**config.mk**
```make
export PLATFORM = sky130hd
export DESIGN_NAME = obc_option_bytes
export DESIGN_NICKNAME = d
export VERILOG_FILES = /design/src/hdl/obc_pkg.sv /design/src/hdl/obc_option_bytes.sv
export SDC_FILE = /design/constraint.sdc
export NUM_CORES = 1
export LEC_CHECK = 0
export BUFFER_PORTS_ARGS = -buffer_cell sky130_fd_sc_hd__clkbuf_2
export CORE_MARGIN = 2
export CORE_UTILIZATION = 40
export DETAILED_ROUTE_END_ITERATION = 12
export GPL_TIMING_DRIVEN = 0
export HOLD_SLACK_MARGIN = 0.12
export PLACE_DENSITY_LB_ADDON = 0.3
export SLEW_MARGIN = 0
export SYNTH_ARGS = -nofsm -noshare
export SYNTH_HDL_FRONTEND = slang
export SYNTH_SLANG_ARGS = --single-unit
```
**constraint.sdc**
```tcl
create_clock -name CLK -period 2.65 [get_ports CLK]
set_input_delay 0.265 -clock CLK [delete_from_list [all_inputs] [get_ports CLK]]
set_output_delay 0.265 -clock CLK [all_outputs]
set_load 0.01 [all_outputs]
```
**src/hdl/obc_pkg.sv**
```systemverilog
package obc_pkg;

   // programming port
   localparam int          OBC_ADDR_W        = 2;
   localparam int          OBC_DATA_W        = 8;
   localparam int          OBC_WORD_W        = 16;
   localparam int          OBC_NUM_BYTES     = 2;

   // register indexes on the programming port
   localparam logic [1:0]  OBC_ADDR_LSB      = 2'h0;
   localparam logic [1:0]  OBC_ADDR_MSB      = 2'h1;
   localparam logic [1:0]  OBC_ADDR_STATUS   = 2'h2;

   // option word field positions
   localparam int          OBC_BIT_OSCILLATOR_SAFEGUARD_ENABLE     = 0;
   localparam int          OBC_BIT_WDHW      = 1;
   localparam int          OBC_BIT_TIMPULL   = 2;
   localparam int          OBC_BIT_NMIPULL   = 3;
   localparam int          OBC_BIT_OSCRC     = 6;
   localparam int          OBC_BIT_PROTECT   = 7;
   localparam int          OBC_BIT_LVD       = 8;
   localparam int          OBC_BIT_STOPWD    = 9;
   localparam int          OBC_RSV_LSB       = 10;
   localparam int          OBC_RSV_MSB       = 15;

   // status register field positions
   localparam int          OBC_ST_PROG_MODE  = 0;
   localparam int          OBC_ST_LSB_DONE   = 1;
   localparam int          OBC_ST_MSB_DONE   = 2;
   localparam int          OBC_ST_RSV_ERR    = 3;

   // erased word, reserved bit mask, idle read data
   localparam logic [15:0] OBC_BLANK_WORD    = 16'h0000;
   localparam logic [15:0] OBC_RSV_MASK      = 16'hFC00;
   localparam logic [7:0]  OBC_RDATA_IDLE    = 8'h00;

   typedef struct packed {
      logic [15:0] otp_word;
      logic [1:0]  byte_done;
      logic        rsv_err;
      logic        prog_mode;
      logic [15:0] cfg;
      logic [7:0]  rdata;
      logic        nmi_q;
      logic        nmi_event;
      logic        stop_grant;
   } obc_state_t;

endpackage

```
**src/hdl/obc_option_bytes.sv**
```systemverilog
//Contract
//- two option bytes form configuration word
//- blank part reads all zeros
//- bytes reachable only in programming mode
//- high programming voltage at reset enters programming
//- each byte programs once, then refuses
//- factory coded: fixed word, no readout
//- bit 9 clear: no stop with watchdog
//- bit 9 set: stop allowed if nmi high
//- bit 8 enables low voltage detector
//- nmi recognised on falling edge
//- bit 1 selects hardware watchdog
//- bit 7 blocks program memory readout
//- bit 6 selects rc oscillator
//- bit 0 enables oscillator safeguard
//
// Strobed register access and the placing of the registers were decided locally.
`timescale 1ns/1ps

module obc_option_bytes
   import obc_pkg::*;
#(
   parameter bit          FACTORY_CODED = 1'b0,
   parameter logic [15:0] FACTORY_WORD  = 16'h0000
) (
   // clock, reset, enable
   input  wire logic                            CLK,
   input  wire logic                            RESET,
   input  wire logic                            CE,
   // blanks the otp cells, as a fresh part
   input  wire logic                            OTP_ERASE,
   // pins
   input  wire logic                            PROG_VOLTAGE_HIGH,
   input  wire logic                            NMI_PIN,
   // programming port
   input  wire logic [obc_pkg::OBC_ADDR_W-1:0]  PRG_ADDR,
   input  wire logic [obc_pkg::OBC_DATA_W-1:0]  PRG_WDATA,
   input  wire logic                            PRG_WR,
   input  wire logic                            PRG_RD,
   output logic      [obc_pkg::OBC_DATA_W-1:0]  PRG_RDATA,
   // stop control
   input  wire logic                            STOP_REQ,
   input  wire logic                            WATCHDOG_ACTIVE,
   output logic                                 STOP_GRANT,
   output logic                                 NMI_EVENT,
   // decoded configuration
   output logic                                 PROG_MODE,
   output logic                                 STOP_WITH_WATCHDOG_ALLOW,
   output logic                                 LOW_VOLTAGE_DETECT_ENABLE,
   output logic                                 WATCHDOG_HARDWARE_SELECT,
   output logic                                 READOUT_PROTECT,
   output logic                                 OSC_RC_SELECT,
   output logic                                 NMI_PULLUP_ENABLE,
   output logic                                 TIMER_PULLUP_ENABLE,
   output logic                                 OSCILLATOR_SAFEGUARD_ENABLE
);
   import obc_pkg::*;

   obc_state_t st_ff;
   obc_state_t nxt_st;

   // one-hot byte lane for an option byte address, 00 for any other address
   function automatic logic [1:0] byte_sel(input logic [OBC_ADDR_W-1:0] a);
      byte_sel = 2'b00;
      if (a == OBC_ADDR_LSB) begin
         byte_sel = 2'b01;
      end else if (a == OBC_ADDR_MSB) begin
         byte_sel = 2'b10;
      end
   endfunction

   logic [15:0] eff_word;
   logic [1:0]  wr_sel;
   logic [1:0]  rd_sel;
   logic        port_open;

   // factory parts ignore the otp cells entirely
   assign eff_word  = FACTORY_CODED ? FACTORY_WORD : st_ff.otp_word;
   // the port is dead outside programming mode and on factory parts
   assign port_open = st_ff.prog_mode && !FACTORY_CODED && !RESET;
   assign wr_sel    = (PRG_WR && port_open) ? byte_sel(PRG_ADDR) : 2'b00;
   assign rd_sel    = byte_sel(PRG_ADDR);

   always_comb begin
      nxt_st = st_ff;

      // otp cells: only an erase returns them to blank
      if (OTP_ERASE) begin
         nxt_st.otp_word  = OBC_BLANK_WORD;
         nxt_st.byte_done = 2'b00;
         nxt_st.rsv_err   = 1'b0;
      end else begin
         for (int i = 0; i < OBC_NUM_BYTES; i++) begin
            // a programmed byte refuses every further write
            if (wr_sel[i] && !st_ff.byte_done[i]) begin
               nxt_st.otp_word[i*OBC_DATA_W +: OBC_DATA_W] = PRG_WDATA;
               nxt_st.byte_done[i]                         = 1'b1;
            end
         end
         // flag a programmer that sets reserved bits; stored as written
         if (wr_sel[1] && !st_ff.byte_done[1] &&
             ((PRG_WDATA & OBC_RSV_MASK[15:8]) != 8'h00)) begin
            nxt_st.rsv_err = 1'b1;
         end
      end

      // programming voltage is sampled only while reset is held
      if (RESET) begin
         nxt_st.prog_mode = PROG_VOLTAGE_HIGH;
         nxt_st.cfg       = eff_word;
      end

      // read data stand only in the cycle after the read strobe
      nxt_st.rdata = OBC_RDATA_IDLE;
      if (PRG_RD && port_open) begin
         if (rd_sel[0]) begin
            nxt_st.rdata = st_ff.otp_word[7:0];
         end else if (rd_sel[1]) begin
            nxt_st.rdata = st_ff.otp_word[15:8];
         end else if (PRG_ADDR == OBC_ADDR_STATUS) begin
            nxt_st.rdata                   = 8'h00;
            nxt_st.rdata[OBC_ST_PROG_MODE] = st_ff.prog_mode;
            nxt_st.rdata[OBC_ST_LSB_DONE]  = st_ff.byte_done[0];
            nxt_st.rdata[OBC_ST_MSB_DONE]  = st_ff.byte_done[1];
            nxt_st.rdata[OBC_ST_RSV_ERR]   = st_ff.rsv_err;
         end
      end

      // falling edge on the nmi pin gives a one-cycle event
      nxt_st.nmi_q     = NMI_PIN;
      nxt_st.nmi_event = st_ff.nmi_q && !NMI_PIN && !RESET;

      // stop with the watchdog running needs the option and nmi held high
      if (!STOP_REQ || RESET) begin
         nxt_st.stop_grant = 1'b0;
      end else if (!WATCHDOG_ACTIVE) begin
         nxt_st.stop_grant = 1'b1;
      end else if (!st_ff.cfg[OBC_BIT_STOPWD]) begin
         nxt_st.stop_grant = 1'b0;
      end else begin
         nxt_st.stop_grant = NMI_PIN;
      end

      // nmi history presets high and read data clear under reset; cfg keeps loading, otp changes only by erase
      if (RESET) begin
         nxt_st.nmi_q = 1'b1;
         nxt_st.rdata = OBC_RDATA_IDLE;
      end
   end

   // sync reset is handled in the next-state logic so otp cells survive it
   always_ff @(posedge CLK) begin
      if (CE || RESET || OTP_ERASE) begin
         st_ff <= nxt_st;
      end
   end

   assign PRG_RDATA                   = st_ff.rdata;
   assign STOP_GRANT                  = st_ff.stop_grant;
   assign NMI_EVENT                   = st_ff.nmi_event;
   assign PROG_MODE                   = st_ff.prog_mode;
   assign STOP_WITH_WATCHDOG_ALLOW    = st_ff.cfg[OBC_BIT_STOPWD];
   assign LOW_VOLTAGE_DETECT_ENABLE   = st_ff.cfg[OBC_BIT_LVD];
   assign WATCHDOG_HARDWARE_SELECT    = st_ff.cfg[OBC_BIT_WDHW];
   assign READOUT_PROTECT             = st_ff.cfg[OBC_BIT_PROTECT];
   assign OSC_RC_SELECT               = st_ff.cfg[OBC_BIT_OSCRC];
   assign NMI_PULLUP_ENABLE           = st_ff.cfg[OBC_BIT_NMIPULL];
   assign TIMER_PULLUP_ENABLE         = st_ff.cfg[OBC_BIT_TIMPULL];
   assign OSCILLATOR_SAFEGUARD_ENABLE = st_ff.cfg[OBC_BIT_OSCILLATOR_SAFEGUARD_ENABLE];

endmodule

```
==> metrics.md <==
| Metric | Value |
|---|---|
| Iteration-0 DRC Markers | 21 |
| Clk root buf | clkbuf_8 |
| Mapped cell area | 1580 um^2 |
| Hold WC Path Type | in2reg |
| RSZ-0062 raised after global routing | false |
| Clock share of power | 30.6% |
| Top-area cell type share of the netlist area | 74.2% |
| Core area | 3720 um^2 |
| Status | finished, final reports clean |
| Area contributors post-synth | edfxtp_1 (74%), mux2i_1 (5.1%), buf_4 (3.8%), nor2b_1 (3.2%), nor3_1 (1.3%) |
| Hold path cells | 1 |
| Critical R2R Launch | PROG_MODE |
| Max clock buf depth | 2 |
| Synth area leader | edfxtp_1 |
| Post-synthesis cell type count | 25 |
| Setup CP Type | reg2reg |
| WL final | 2.55 mm |
| Crit. End Element | flop |
| Most Crowded Layer GR | met2 |
| CP arrival | 1.72 ns |
| Gr usage total | 13.1% |
| Met1 usage | roughly 17% |
| Endpoints failing setup | 0 |
| Count of non-filler cells in the finished layout | 194 |
| Syn nets | roughly 120 |
| YS warnings | 0 |
| Worst Tran Pin Value | 0.631 ns |
| Via-to-Cell Ratio | between 4 and 5 |
| Htree depth | 2 |
| Setup Buffers After CTS | 0 |
| DPL Wire Length | between 1.5 and 2 mm |
| Diodes inserted | 0 |
| Post-DRT Antenna Nets | 0 |
| Most used DFF post-synth | edfxtp_1 |
| NetSw | approximately 0.26 mW |
| Fmax | 581 MHz |
| Syn-to-layout area delta | 22.1% |
| CTS tree | yes |
| Hold buffer count at cts | 0 |
| Setup TNS Final | 0 ns |
| GP Congestion | 0.747 |
| Synthesized area per cell | roughly 16 um^2 |
| Vias in the first global route | 861 |
| Total Nets Final | 165 |
| Total of max-cap violations | 0 |
| Inserted Clock Buffers | 5 |
| Drt drc | 0 |
| Register area share after synthesis | approximately 74% |
| EDFF count, synth | 39 |
| Slew headroom | roughly 57% |
| Async set or reset register ratio after synthesis | 0% |
| Most instantiated library cell after synthesis | edfxtp_1 |
| Final Cycle Share | 64.9% |
| Number of flip-flops in the largest register | 16 |
| Layout cell share with drive strength beyond 1 | a little over two fifths |
| R2R cell count | 3 |
| Placed cells | 186 |
| #FFs+latches synth | 39 |
| Post-CTS sizing | 0 |
| Crit path required time | 2.65 ns |
| # port buffers | 38 |
| Vias | 890 |
| First-pass GRT wire length | 4.04 mm |
| Crit Path Max Fanout | 5 |
| Hold EP | PROG_MODE |
| Commonest cells post-synth | edfxtp_1 (39), buf_4 (8), mux2i_1 (8), nor2b_1 (8) |
| Hold Startpoint | PROG_VOLTAGE_HIGH |
| Met3 Use GR | 5.91% |
| Crit path launch | PROG_MODE |
| Initial antenna violation count | 0 |
| Die area | 4470 um^2 |
| Comb pwr share | under 10% |
| Max-slew violations | 0 |
| Largest net degree at the start of global routing | 13 |
| Final Hold Viols | 0 |
| RR Endpoint | eff_word[0] |
| Starting density of the core | 42.5% |
| CP Launch Type | flop |
| Met2 GRT Util | 19.0% |
| P_leak | 0.813 nW |
| Sequential share of power | 60.6% |
| PwrDens | 624 nW/um^2 |
| Clock slew at reported path FFs | 0.07 ns |
| Die W | 66.8 um |
| Die Height | approximately 67 um |
| Number of core rows | 22 |
| Worst clock skew | 0.00337 ns |
| Clk_lat worst skew | 0.28 ns |
| Worst vdd ir | 333 uV |
| Layout Utilization | 51.9% |
| DRT Pass-1 Iters | 4 |
| DR WL/cell | ~13 um |
| Crit path time final | 1.72 ns |
| Ports | 39 |
| Cell Int Power | ~0.95 mW |
| Filler cells | 326 |
| Mapped Cells | 99 |
| Sw Ratio | 21.3% |
| GR Overflow Total | 0 |
| CTS sink cnt | 39 |
| Reg2reg setup slack | 0.93 ns |
[layer usage]
metal | vias to the layer above | wire, um
met5 | - | 0
met4 | 0 | 14
met3 | 2 | 202
met2 | 39 | 1170
met1 | 403 | 1170
li1 | 446 | -
[critical path, stage by stage (launching register included)]
cell,delay [ns]
edfxtp_1,0.42
nand4b_1,0.20
o41ai_2,0.56
buf_4,0.26
[stage by stage]
stage / total power [mW] / hold WS [ns] / cell area, um^2 / setup WS [ns]
after floorplan: 0.802 / 0.364 / 1580 / 0.632
after global placement: 0.845 / 0.432 / 1830 / 0.0495
after detailed placement: 0.851 / 0.434 / 1840 / 0.883
after CTS: 1.22 / 0.147 / 1930 / 0.904
after global routing: 1.27 / 0.134 / 1930 / 0.793
final: 1.20 / 0.157 / 1930 / 0.930
[power by group through the flow]
stage	sequential, mW	combinational [mW]	clock (mW)
after floorplan	0.746	0.0556	0
after global placement	0.743	0.102	0
after detailed placement	0.744	0.107	0
after CTS	0.730	0.107	0.384
after global routing	0.733	0.116	0.420
final	0.730	0.105	0.369
[cells by family after synthesis]
group	after synthesis	share of synthesized area, %
AO/OA/AOI/OAI	7	3.33
buffers and inverters	14	5.78
AND/OR/NAND/NOR	31	11.6
multiplexers	8	5.07
flip-flops	39	74.2
[layout by cell type, fill, tap and decap left out]
| master | n |
|---|---|
| edfxtp_1 | 39 |
| clkbuf_2 | 38 |
| buf_4 | 9 |
| nor2b_1 | 8 |
| mux2i_1 | 8 |
| clkbuf_8 | 5 |
| nor2_1 | 4 |
| nand2_1 | 4 |
| nor3_1 | 4 |
| or2_2 | 3 |
| clkinv_2 | 3 |
| inv_1 | 2 |
| clkbuf_1 | 2 |
| a21oi_1 | 2 |
| a2bb2oi_1 | 2 |
| or3_1 | 1 |
| nand4b_1 | 1 |
| buf_6 | 1 |
| nor4b_2 | 1 |
| buf_2 | 1 |
| o41ai_2 | 1 |
| nor4_1 | 1 |
| a21o_1 | 1 |
| nand3b_1 | 1 |
| nand2b_1 | 1 |
| or2_0 | 1 |
| and2b_2 | 1 |
| a21oi_2 | 1 |
[how the worst max path moves through the flow]
| stage | slack (ns) | endpoint | cells after the start |
|---|---|---|---|
| finish | 0.93 | eff_word[0] | 3 |
| floorplan | 0.63 | eff_word[0] | 2 |
| detailed placement | 0.88 | eff_word[1] | 4 |
| global route | 0.79 | eff_word[3] | 3 |
| CTS | 0.90 | eff_word[0] | 3 |
| global placement | 0.05 | eff_word[6] | 3 |
[layout make-up]
cell class	instances	area [um^2]	share of cell area, %
multi-input combinational	46	324	16.8
clock buffer	5	68.8	3.57
inverter	2	7.51	0.389
clock inverter	3	15.0	0.779
buffer	12	83.8	4.35
tap	48	60.1	3.11
timing repair buffer	39	198	10.3
sequential	39	1170	60.7
Note: power is estimated with default switching activity, not from simulation.
